--- src/rtl/eflic_pkg.sv ---
package eflic_pkg;

    // Operating states, one-hot
    typedef enum logic [4:0] {
        ST_UV_POR        = 5'h01,
        ST_SOFT_START    = 5'h02,
        ST_NORMAL        = 5'h04,
        ST_SUPPLEMENT    = 5'h08,
        ST_DEEP_SHUTDOWN = 5'h10
    } eflic_state_t;

    // Indicator function select codes
    localparam logic [1:0] SEL_LOSS_INDICATOR  = 2'h0;
    localparam logic [1:0] SEL_STORAGE_GOOD    = 2'h1;
    localparam logic [1:0] SEL_OUTPUT_READY    = 2'h2;
    localparam logic [1:0] SEL_COMBINED        = 2'h3;

    // Timebase
    localparam int unsigned REF_CLK_HZ         = 20_000_000;
    localparam int unsigned SS_EXIT_MS         = 10;
    localparam int unsigned SS_EXIT_CYCLES     =
        (REF_CLK_HZ / 1000) * SS_EXIT_MS;
    localparam int unsigned SS_CNT_W           = 18;

    // Positions of the pin-side inputs in the synchroniser vector
    localparam int unsigned IN_EN_ABOVE_UV     = 0;
    localparam int unsigned IN_EN_ABOVE_OV     = 1;
    localparam int unsigned IN_SUPPLY_OV       = 2;
    localparam int unsigned IN_SUPPLY_UVLO_OK  = 3;
    localparam int unsigned IN_FUSE_OC         = 4;
    localparam int unsigned IN_FUSE_AT_LIMIT   = 5;
    localparam int unsigned IN_DROP_OVER_560   = 6;
    localparam int unsigned IN_DROP_UNDER_200  = 7;
    localparam int unsigned IN_SS_RAMP_DONE    = 8;
    localparam int unsigned IN_SS_CUR_OVER_90  = 9;
    localparam int unsigned IN_OVER_TEMP       = 10;
    localparam int unsigned IN_STOR_IN_REG     = 11;
    localparam int unsigned IN_STOR_UNDER_95   = 12;
    localparam int unsigned IN_STOR_DEPLETED   = 13;
    localparam int unsigned IN_PIN_LEVEL       = 14;
    localparam int unsigned NUM_IN             = 15;

    // Register state of the controller
    typedef struct packed {
        eflic_state_t        st;
        logic [SS_CNT_W-1:0] ss_cnt;
        logic                ready;
        logic                stor_good;
        logic                handed;
        logic                pin_prev;
        logic                pull_low;
        logic                fuse_on;
        logic                clamp;
    } eflic_regs_t;

    localparam eflic_regs_t REGS_RESET = '{
        st:        ST_UV_POR,
        ss_cnt:    '0,
        ready:     1'b0,
        stor_good: 1'b0,
        handed:    1'b0,
        pin_prev:  1'b0,
        pull_low:  1'b1,
        fuse_on:   1'b0,
        clamp:     1'b0
    };

endpackage : eflic_pkg

--- src/rtl/eflic_ctrl.sv ---
// Summary of operation
// RQ1: Select 00: pin released after soft-start, stays high in normal operation.
// RQ2: Loss indicator behaviour: pin pulled low at once on supplement entry.
// RQ3: Select 01: pin low in soft-start, released when storage reaches regulation.
// RQ4: Storage-good behaviour: pin pulled low when storage under 95% of target.
// RQ5: Select 10: pin low in soft-start, released on entering normal operation.
// RQ6: Soft-start is left about 10 ms after the soft-start ramp ends.
// RQ7: Select 11: output-ready first, then loss indicator after first pin rise.
// RQ8: Pin is only pulled low or released, never driven high.
// RQ9: Fuse opens on enable UV/OV, supply OV, fuse OC or drop over 560 mV.
// RQ10: At current limit the output is clamped; further demand opens the fuse.
// RQ11: Soft-start current over 90% of limit: deep shutdown, fuse open, retry.
// RQ12: Fuse re-closes by itself once the fault has cleared.
// RQ13: Soft-start held until drop under 200 mV and the 10 ms timer expired.
// RQ14: Leave power-on state when enable above 0.64 V and supply above lockout.
// RQ15: Leave deep shutdown when temperature has fallen and no over-current.
// RQ16: Combined behaviour keeps loss indication until the next soft-start.
`timescale 1ns/10ps
module eflic_ctrl #(
    parameter int unsigned SS_EXIT_CYC = eflic_pkg::SS_EXIT_CYCLES
) (
    input  wire logic                  ref_clk,
    input  wire logic                  rst,
    input  wire logic [1:0]            indicator_function_select,
    input  wire logic                  enable_above_uv,
    input  wire logic                  enable_above_ov,
    input  wire logic                  input_supply_ov,
    input  wire logic                  input_supply_above_uvlo,
    input  wire logic                  fuse_over_current,
    input  wire logic                  fuse_at_current_limit,
    input  wire logic                  drop_over_560mv,
    input  wire logic                  drop_under_200mv,
    input  wire logic                  ss_ramp_done,
    input  wire logic                  ss_current_over_90pct,
    input  wire logic                  junction_over_temp,
    input  wire logic                  storage_node_in_reg,
    input  wire logic                  storage_node_under_95pct,
    input  wire logic                  storage_node_depleted,
    input  wire logic                  loss_indicator_pin_i,
    output logic                       loss_indicator_pin_o,
    output logic                       loss_indicator_pin_oe,
    output logic                       fuse_close,
    output logic                       current_clamp,
    output eflic_pkg::eflic_state_t    op_state
);
    import eflic_pkg::*;

    localparam logic [SS_CNT_W-1:0] SS_CNT_MAX = SS_CNT_W'(SS_EXIT_CYC);
    localparam logic [SS_CNT_W-1:0] SS_CNT_ONE = SS_CNT_W'(1);

    eflic_regs_t      r_r;
    eflic_regs_t      r_nxt;
    logic [NUM_IN-1:0] raw_in;
    logic [NUM_IN-1:0] syn;

    logic en_uv_ok;
    logic en_ov;
    logic sup_ov;
    logic sup_ok;
    logic oc;
    logic at_limit;
    logic drop_hi;
    logic drop_lo;
    logic ramp_done;
    logic ss_cur_hi;
    logic hot;
    logic stor_reg;
    logic stor_low;
    logic stor_empty;
    logic pin_level;
    logic fuse_fault;
    logic ss_timer_done;
    logic pin_rise;
    logic release_pin;

    // All pin-side inputs pass the three-stage synchroniser
    always_comb begin
        raw_in                    = '0;
        raw_in[IN_EN_ABOVE_UV]    = enable_above_uv;
        raw_in[IN_EN_ABOVE_OV]    = enable_above_ov;
        raw_in[IN_SUPPLY_OV]      = input_supply_ov;
        raw_in[IN_SUPPLY_UVLO_OK] = input_supply_above_uvlo;
        raw_in[IN_FUSE_OC]        = fuse_over_current;
        raw_in[IN_FUSE_AT_LIMIT]  = fuse_at_current_limit;
        raw_in[IN_DROP_OVER_560]  = drop_over_560mv;
        raw_in[IN_DROP_UNDER_200] = drop_under_200mv;
        raw_in[IN_SS_RAMP_DONE]   = ss_ramp_done;
        raw_in[IN_SS_CUR_OVER_90] = ss_current_over_90pct;
        raw_in[IN_OVER_TEMP]      = junction_over_temp;
        raw_in[IN_STOR_IN_REG]    = storage_node_in_reg;
        raw_in[IN_STOR_UNDER_95]  = storage_node_under_95pct;
        raw_in[IN_STOR_DEPLETED]  = storage_node_depleted;
        raw_in[IN_PIN_LEVEL]      = loss_indicator_pin_i;
    end

    eflic_sync #(
        .WIDTH    (NUM_IN)
    ) u_sync (
        .ref_clk  (ref_clk),
        .rst      (rst),
        .async_in (raw_in),
        .sync_out (syn)
    );

    assign en_uv_ok   = syn[IN_EN_ABOVE_UV];
    assign en_ov      = syn[IN_EN_ABOVE_OV];
    assign sup_ov     = syn[IN_SUPPLY_OV];
    assign sup_ok     = syn[IN_SUPPLY_UVLO_OK];
    assign oc         = syn[IN_FUSE_OC];
    assign at_limit   = syn[IN_FUSE_AT_LIMIT];
    assign drop_hi    = syn[IN_DROP_OVER_560];
    assign drop_lo    = syn[IN_DROP_UNDER_200];
    assign ramp_done  = syn[IN_SS_RAMP_DONE];
    assign ss_cur_hi  = syn[IN_SS_CUR_OVER_90];
    assign hot        = syn[IN_OVER_TEMP];
    assign stor_reg   = syn[IN_STOR_IN_REG];
    assign stor_low   = syn[IN_STOR_UNDER_95];
    assign stor_empty = syn[IN_STOR_DEPLETED];
    assign pin_level  = syn[IN_PIN_LEVEL];

    // Any of the five fuse-opening conditions
    assign fuse_fault = !en_uv_ok || en_ov || sup_ov || oc || drop_hi; // RQ9

    assign ss_timer_done = (r_r.ss_cnt == SS_CNT_MAX);
    assign pin_rise      = pin_level && !r_r.pin_prev;

    always_comb begin
        r_nxt          = r_r;
        r_nxt.pin_prev = pin_level;
        release_pin    = 1'b0;

        // State sequencing
        case (r_r.st)
            ST_UV_POR: begin
                if (en_uv_ok && sup_ok) begin // RQ14
                    r_nxt.st = ST_SOFT_START;
                end
            end
            ST_SOFT_START: begin
                if (ss_cur_hi) begin
                    r_nxt.st = ST_DEEP_SHUTDOWN; // RQ11
                end else if (fuse_fault) begin
                    r_nxt.st = ST_UV_POR; // RQ9
                end else if (ss_timer_done && drop_lo) begin
                    r_nxt.st = ST_NORMAL; // RQ13
                end
            end
            ST_NORMAL: begin
                if (hot) begin
                    r_nxt.st = ST_DEEP_SHUTDOWN;
                end else if (fuse_fault) begin
                    r_nxt.st = ST_SUPPLEMENT; // RQ9
                end
            end
            ST_SUPPLEMENT: begin
                // Back through power-on once backup runs out or fault clears
                if (stor_empty || !fuse_fault) begin
                    r_nxt.st = ST_UV_POR; // RQ12
                end
            end
            ST_DEEP_SHUTDOWN: begin
                if (!hot && !oc) begin
                    r_nxt.st = ST_SOFT_START; // RQ15
                end
            end
            default: begin
                r_nxt.st = ST_UV_POR;
            end
        endcase

        // Exit timer runs once the ramp has ended, saturates at its limit
        if (r_r.st == ST_SOFT_START && r_nxt.st == ST_SOFT_START) begin
            if (ramp_done && !ss_timer_done) begin
                r_nxt.ss_cnt = r_r.ss_cnt + SS_CNT_ONE; // RQ6
            end
        end else begin
            r_nxt.ss_cnt = '0;
        end

        // Fuse closed only in soft-start and normal operation
        r_nxt.fuse_on = (r_nxt.st == ST_SOFT_START) ||
                        (r_nxt.st == ST_NORMAL); // RQ12
        // Clamp at the limit while the fuse stays closed
        r_nxt.clamp   = r_nxt.fuse_on && at_limit && !oc; // RQ10

        // Output ready: set on leaving soft-start into normal operation
        if (r_nxt.st == ST_UV_POR || r_nxt.st == ST_SOFT_START ||
            r_nxt.st == ST_DEEP_SHUTDOWN) begin
            r_nxt.ready = 1'b0;
        end else if (r_r.st == ST_SOFT_START &&
                     r_nxt.st == ST_NORMAL) begin
            r_nxt.ready = 1'b1; // RQ5
        end

        // Storage good: tracks regulation after soft-start
        if (r_nxt.st == ST_UV_POR || r_nxt.st == ST_SOFT_START ||
            r_nxt.st == ST_DEEP_SHUTDOWN || stor_low) begin
            r_nxt.stor_good = 1'b0; // RQ4
        end else if (stor_reg) begin
            r_nxt.stor_good = 1'b1; // RQ3
        end

        // Combined behaviour hands over on the first pin rise
        if (r_nxt.st == ST_SOFT_START) begin
            r_nxt.handed = 1'b0; // RQ16
        end else if (indicator_function_select == SEL_COMBINED &&
                     r_r.ready && pin_rise) begin
            r_nxt.handed = 1'b1; // RQ7
        end

        // Pin level follows the next state so supplement entry is immediate
        case (indicator_function_select)
            SEL_LOSS_INDICATOR: begin
                release_pin = (r_nxt.st == ST_NORMAL); // RQ1 RQ2
            end
            SEL_STORAGE_GOOD: begin
                release_pin = r_nxt.stor_good; // RQ3 RQ4
            end
            SEL_OUTPUT_READY: begin
                release_pin = r_nxt.ready; // RQ5
            end
            SEL_COMBINED: begin
                if (r_nxt.handed) begin
                    release_pin = (r_nxt.st == ST_NORMAL); // RQ7 RQ2
                end else begin
                    release_pin = r_nxt.ready; // RQ7
                end
            end
            default: begin
                release_pin = 1'b0;
            end
        endcase
        r_nxt.pull_low = !release_pin;
    end

    always_ff @(posedge ref_clk) begin
        if (rst) begin
            r_r <= REGS_RESET;
        end else begin
            r_r <= r_nxt;
        end
    end

    // Open-drain: the pad data is always low, only the enable toggles
    assign loss_indicator_pin_o  = 1'b0; // RQ8
    assign loss_indicator_pin_oe = r_r.pull_low; // RQ8
    assign fuse_close            = r_r.fuse_on;
    assign current_clamp         = r_r.clamp;
    assign op_state              = r_r.st;

endmodule : eflic_ctrl

--- src/rtl/eflic_sync.sv ---
`timescale 1ns/10ps
module eflic_sync #(
    parameter int unsigned WIDTH = 1
) (
    input  wire logic             ref_clk,
    input  wire logic             rst,
    input  wire logic [WIDTH-1:0] async_in,
    output logic      [WIDTH-1:0] sync_out
);
    typedef struct packed {
        logic [WIDTH-1:0] s1;
        logic [WIDTH-1:0] s2;
        logic [WIDTH-1:0] s3;
        logic [WIDTH-1:0] q;
    } eflic_sync_regs_t;

    eflic_sync_regs_t r_r;
    eflic_sync_regs_t r_nxt;
    logic [WIDTH-1:0] q_upd;

    // A change is accepted only once the second and third stages agree
    genvar i;
    generate
        for (i = 0; i < WIDTH; i++) begin : g_bit
            assign q_upd[i] = (r_r.s2[i] == r_r.s3[i]) ? r_r.s3[i]
                                                       : r_r.q[i];
        end
    endgenerate

    always_comb begin
        r_nxt    = r_r;
        r_nxt.s1 = async_in;
        r_nxt.s2 = r_r.s1;
        r_nxt.s3 = r_r.s2;
        r_nxt.q  = q_upd;
    end

    always_ff @(posedge ref_clk) begin
        if (rst) begin
            r_r <= '0;
        end else begin
            r_r <= r_nxt;
        end
    end

    assign sync_out = r_r.q;

endmodule : eflic_sync

--- config.mk ---
export PLATFORM = sky130hd
export DESIGN_NAME = eflic_ctrl
export DESIGN_NICKNAME = d
export VERILOG_FILES = /design/src/rtl/eflic_pkg.sv /design/src/rtl/eflic_ctrl.sv /design/src/rtl/eflic_sync.sv
export SDC_FILE = /design/constraint.sdc
export NUM_CORES = 1
export LEC_CHECK = 0
export BUFFER_PORTS_ARGS = -buffer_cell sky130_fd_sc_hd__buf_2
export CAP_MARGIN = 20
export CORE_MARGIN = 8
export CORE_UTILIZATION = 50
export DETAILED_ROUTE_END_ITERATION = 12
export HOLD_SLACK_MARGIN = 0.03
export MAX_ROUTING_LAYER = met4
export PLACE_DENSITY = 0.73
export SLEW_MARGIN = 5
export SYNTH_ARGS = -nofsm -noshare
export SYNTH_HDL_FRONTEND = slang
export SYNTH_SLANG_ARGS = --single-unit
--- constraint.sdc ---
create_clock -name ref_clk -period 3.1 [get_ports ref_clk]
set_input_delay 0 -clock ref_clk [delete_from_list [all_inputs] [get_ports ref_clk]]
set_output_delay 0 -clock ref_clk [all_outputs]
set_load 0.02 [all_outputs]
# Yosys cells after proc, flatten, opt, wreduce, memory -nomap -nowiden
# Cells that the tools add are included.
# op_classes
n_addsub,1
eq_ne,28
n_mux,17
n_bitwise,1
reduce_logical,29
# op_table
cell,count
5-bit two-way mux,8
5-bit case mux with 5 select lines,1
18-bit by 1-bit adder with 18-bit output (second input constant),1
18-bit == test (second input constant),1
1-bit == test,15
1-bit logical AND,11
5-bit by 1-bit == test with 1-bit output (second input constant),2
5-bit by 2-bit == test with 1-bit output (second input constant),2
5-bit by 3-bit == test with 1-bit output (second input constant),2
5-bit == test (second input constant),2
1-bit logical OR,9
1-bit zero test,7
1-bit two-way mux,7
5-bit by 4-bit == test with 1-bit output (second input constant),1
2-bit == test (second input constant),2
1-bit case mux with 4 select lines,1
2-bit by 1-bit == test with 1-bit output (second input constant),1
2-bit zero test,1
2-bit OR reduction,1
1-bit inverter,1
# totals
register_bits,90
inputBits,19

# Depth between registers and ports, before layout
# depth
word_depth,16
mapped_depth,9
depth_no_buf,7

# Modules after synthesis
# Synthesis repeated with hierarchy kept, for this count alone.
# unflattened
cells_unflattened,363
hier_area_um2,3459.6
# modules_own_cells
module,n_inst,cells_each,area_each_um2
eflic_sync,1,171,1831.8
eflic_ctrl,1,192,1627.8

# Least setup slack after synthesis
# No wires, ideal clock.
# synth_path
path_type,register to register
from,reg r_r[7] in the netlist's numbering
to,reg r_r[17] in the netlist's numbering
setup_ns,0.147
arrival_time_ns,1.637
required_time_ns,2.953
setup_slack_ns,1.316
stages_incl_launch_ff,10
path_buffers,2
period_less_slack_ns,1.784
path_cell_list,dfxtp_1 > inv_1 > ha_1 > nor4bb_1 > nand4_1 > nor3_2 > o21a_1 > buf_6 > buf_12 > nor4_2
# synth_between
elab_chain_len,10
elab_cells_between_ends,13
cone_classes,add/sub: 1; eq/ne: 2; mux: 4; bitwise: 1; reduce/logical: 5
# synth_rtl
item,line_no,rtl
start: declaration,eflic_ctrl.sv:51,eflic_regs_t r_r;
start signal: assignment,eflic_ctrl.sv:240,r_r <= r_nxt;
18-bit == test,eflic_ctrl.sv:124,assign ss_timer_done = (r_r.ss_cnt == SS_CNT_MAX);
1-bit logical AND,eflic_ctrl.sv:144,end else if (ss_timer_done && drop_lo) begin
5-bit two-way mux,eflic_ctrl.sv:144,
5-bit two-way mux,eflic_ctrl.sv:142,end else if (fuse_fault) begin
5-bit two-way mux,eflic_ctrl.sv:140,if (ss_cur_hi) begin
5-bit case mux with 5 select lines,eflic_ctrl.sv:133,case (r_r.st)
5-bit by 2-bit == test with 1-bit output,eflic_ctrl.sv:172,if (r_r.st == ST_SOFT_START && r_nxt.st == ST_SOFT_START) begin
1-bit logical AND,eflic_ctrl.sv:172,
1-bit inverter (no source line),n/a,
2-bit OR reduction (no source line),n/a,
# Parallel ways exist; a longest one is shown, timed or not.
# A chain may end at the register's enable or synchronous reset.

# Worst setup path in the final report
# layout_path
from,reg r_r[7] in the netlist's numbering
to,reg r_r (netlist bit loss_indicator_pin_oe)
# layout_between
elab_chain_len,13
elab_cells_between_ends,21
cone_classes,eq/ne: 5; mux: 10; reduce/logical: 6
# layout_rtl
item,line_no,rtl
18-bit == test *,eflic_ctrl.sv:124,
1-bit logical AND *,eflic_ctrl.sv:144,
5-bit two-way mux *,eflic_ctrl.sv:144,
5-bit two-way mux *,eflic_ctrl.sv:142,
5-bit two-way mux *,eflic_ctrl.sv:140,
5-bit case mux with 5 select lines *,eflic_ctrl.sv:133,
5-bit by 3-bit == test with 1-bit output (tied with other cells),"eflic_ctrl.sv:191, eflic_ctrl.sv:214, eflic_ctrl.sv:224",
1-bit logical AND / 1-bit logical OR (equally long branches),"eflic_ctrl.sv:190, eflic_ctrl.sv:187, eflic_ctrl.sv:196",
1-bit two-way mux / 1-bit logical OR (equally long branches),"eflic_ctrl.sv:190, eflic_ctrl.sv:187, eflic_ctrl.sv:196",
1-bit two-way mux / 1-bit logical OR (equally long branches),"eflic_ctrl.sv:187, eflic_ctrl.sv:197",
"1-bit two-way mux, on equally long branches","eflic_ctrl.sv:223, eflic_ctrl.sv:196",
1-bit case mux with 4 select lines *,eflic_ctrl.sv:212,case (indicator_function_select)
1-bit zero test *,eflic_ctrl.sv:233,r_nxt.pull_low = !release_pin;
# Mark *: on every way between the ends. The rest lies on a longest branch, timed or not.

==> impl_metrics.ini <==
[status]
status = complete, no violations

[floorplan]
fp.coreArea_um2 = 6794
die_area_um2 = 9908
start_util_pct = 51.36
die_x_um = 99.54
rows = 30
die-height_um = 99.54
ios = 28

[setup_path]
r2r_slack_ns = 1.07
cp_data_required_time_ns = 3.34
startpoint = r_r[7]
worstSetupPathType = reg2reg
slowest_delay_ns = 0.36
cp_slowest_cell = a221o_1
path_cells = inv_1 -> ha_1 -> nor4bb_1 -> nand4_1 -> nor3_2 -> o31ai_1 -> a221o_1
critPathLaunchType = register
worstReg2RegEnd = loss_indicator_pin_oe
cp_max_fo = 6
worstPathArrival_ns = 2.27
ff2ff_path_depth = 7
crit_buf_inv = 1
r2r_start = r_r[7]
crit_cells = 7
path_delay_family = simple AND/OR/NAND/NOR gates
cp-end-kind = register

[clocking]
cts.htree.levels = 3
cts_made_buffers = 9
cts_tree = done
holdBufCountCts = 16
clockBufferDepth = 2
clock-root-buffer = clkbuf_8
path_clk_slew_ns = 0.08
cts_setup_buffers = 0
cts_resized = 0
worstSkewPairLatency_ns = 0.35
clkSinkCount = 90

[yosys]
netlist.area_leader.share_pct = 51.63
synth_edf_count = 0
avgSynthCellArea_um2 = 10.03
syn_inst = 348
synthArstFlopShare_pct = 0
ys.flop_type = dfxtp_1
netlist-cell-type-count = 54
synth_warnings = 0
synth_top_area_cell = dfxtp_1
syn_nets = 369
synth_area_leaders = dfxtp_1, nor2b_1, nor4_2
ys_seq_area_share_pct = 51.63
synth_common_cells = dfxtp_1, nor2b_1, nand2_1
synth_seq_cells = 90
syn-cell-area_um2 = 3490
yosysMostFrequentCell = dfxtp_1

[detailed_routing]
drt-total-wl_um = 6074
vias_per_cell = 5.093
route.detailed.drc = 0
final_antenna_net_count = 0
first_iter_violations = 139
wire_per_inst_um = 12.60
dr.pass1.iters = 4
vias = 2455

[global_routing]
grt_pass1_vias = 2461
antenna_found_initial = 0
grt_pass1_wl_um = 10550
grt_max_degree = 48
track_usage_pct = 13.46
grt-ovfl-total = 0

[power]
p_int_uw = 1692
power.share.combinational_pct = 4.7
p_leak_uw = 0.001450
p_clk_share_pct = 39.5
p_seq_share_pct = 55.8
powerDensity_nw_per_um2 = 538.9
switching_share_pct = 21.02
p_switching_uw = 450.4
ir_drop_uv = 322.7

[sta]
maxSlewHeadroom_pct = 46.26
min_period_ns = 2.033
period_share_pct = 65.59
layout_setup_ws_ns = 1.067
worst_slew_pin_slew_ns = 0.8041
grt_setup_unrepaired = no
maxSlewViolCount = 0
fmax_mhz = 491.8
skew_ns = 0.01314
setup_viol = 0
fin_setup_tns_ns = 0
finalHoldViolations = 0

[place]
place_inst = 450
dp_hpwl_um = 4253
dp_slack_ns = 1.071
numPortBuffers = 26
gp_congestion = 0.8654

[finish]
n_antenna_cell = 0
fin_cells = 482
n_fill_cell = 582
syn2layout_area_growth_pct = 13.95
post-route-util_pct = 58.53
num-nets-final = 402
drive_gt1_share_pct = 16.06

[job]
max-cap-violations = 0

[hold_path]
hold_end = r_r[4]
hold_path.class = in2reg
min_path_cells = 3
hold_start = indicator_function_select[1]
## cells by family after synthesis
group	share of synthesized area, %
AND/OR/NAND/NOR	26.61
multiplexers	0.2869
other	0.1075
flip-flops	51.63
XOR/XNOR	4.769
adder cells (fa/ha/maj)	0.7170
AO/OA/AOI/OAI	10.47
buffers and inverters	5.414
## worst min-delay path, stage by stage
cell	delay [ns]
buf_2	0.12
a31oi_1	0.16
a311oi_1	0.06
## how the worst max path moves through the flow
| stage | to |
|---|---|
| after floorplan | r_r[17] |
| after global placement | r_r[16] |
| after detailed placement | r_r[12] |
| after CTS | r_r[12] |
| after global routing | r_r[12] |
| final | loss_indicator_pin_oe |
## final cells by class
cell class	instances	area, µm²	share of cell area (%)
clock buffers	11	131.4	3.304
clock inverters	5	85.08	2.140
inverters	9	33.78	0.8496
multi-input cells	227	1499	37.70
flip-flops and latches	90	1802	45.31
well taps	96	120.1	3.021
repair buffers	44	305.3	7.678
## placed cells by master (no fill, tap or decap), drive strengths merged, types with 2 or more instances in the layout
cell,synthesis,final
dfxtp,90,90
nor2b,47,47
buf,15,28
nand2,25,25
o21ai,21,21
nor4,19,19
a21oi,18,18
dlygate4sd3,0,16
nor2,13,13
inv,9,11
clkbuf,7,11
xor2,10,10
xnor2,9,9
nor3,8,8
nand4,6,6
nand3,6,6
nor4b,4,4
and2,4,4
and4,4,4
and3,4,4
a211oi,3,3
o211ai,2,2
a21o,2,2
ha,2,2
bufinv,0,2
a221o,2,2
## power groups by stage
stage / Clock, µW / Combinational, µW / Sequential [µW]
floorplan: 0 / 67.0 / 1220
global placement: 0 / 84.1 / 1220
detailed placement: 0 / 85.7 / 1220
CTS: 880 / 101 / 1200
global route: 920 / 111 / 1200
finish: 847 / 101 / 1200
## stage by stage
step	area, µm²	hold WS (ns)	power, µW
after floorplan	3490	0.1282	1286
after global placement	3600	0.2072	1306
after detailed placement	3600	0.2126	1309
after CTS	3976	0.03553	2177
after global routing	3976	0.06004	2231
final	3976	0.04319	2143
## registers in the layout (all words and copies together), names as in the netlist
register and cells:
current_clamp 1, fuse_close 1, loss_indicator_pin_oe 1, op_state 5
r_r 22, u_sync.r_nxt 30, u_sync.r_r 15, u_sync.sync_out 15
## routing by layer
| layer | global-route usage [%] | share of wire [%] | up-vias |
|---|---|---|---|
| li1 | - | - | 1263 |
| met3 | 4.609 | 4.3 | 13 |
| met5 | - | 0 | - |
| met4 | 5.355 | 1.5 | 0 |
| met1 | 14.10 | 46 | 1125 |
| met2 | 22.83 | 48 | 54 |
Note: power is estimated with default switching activity, not from simulation.
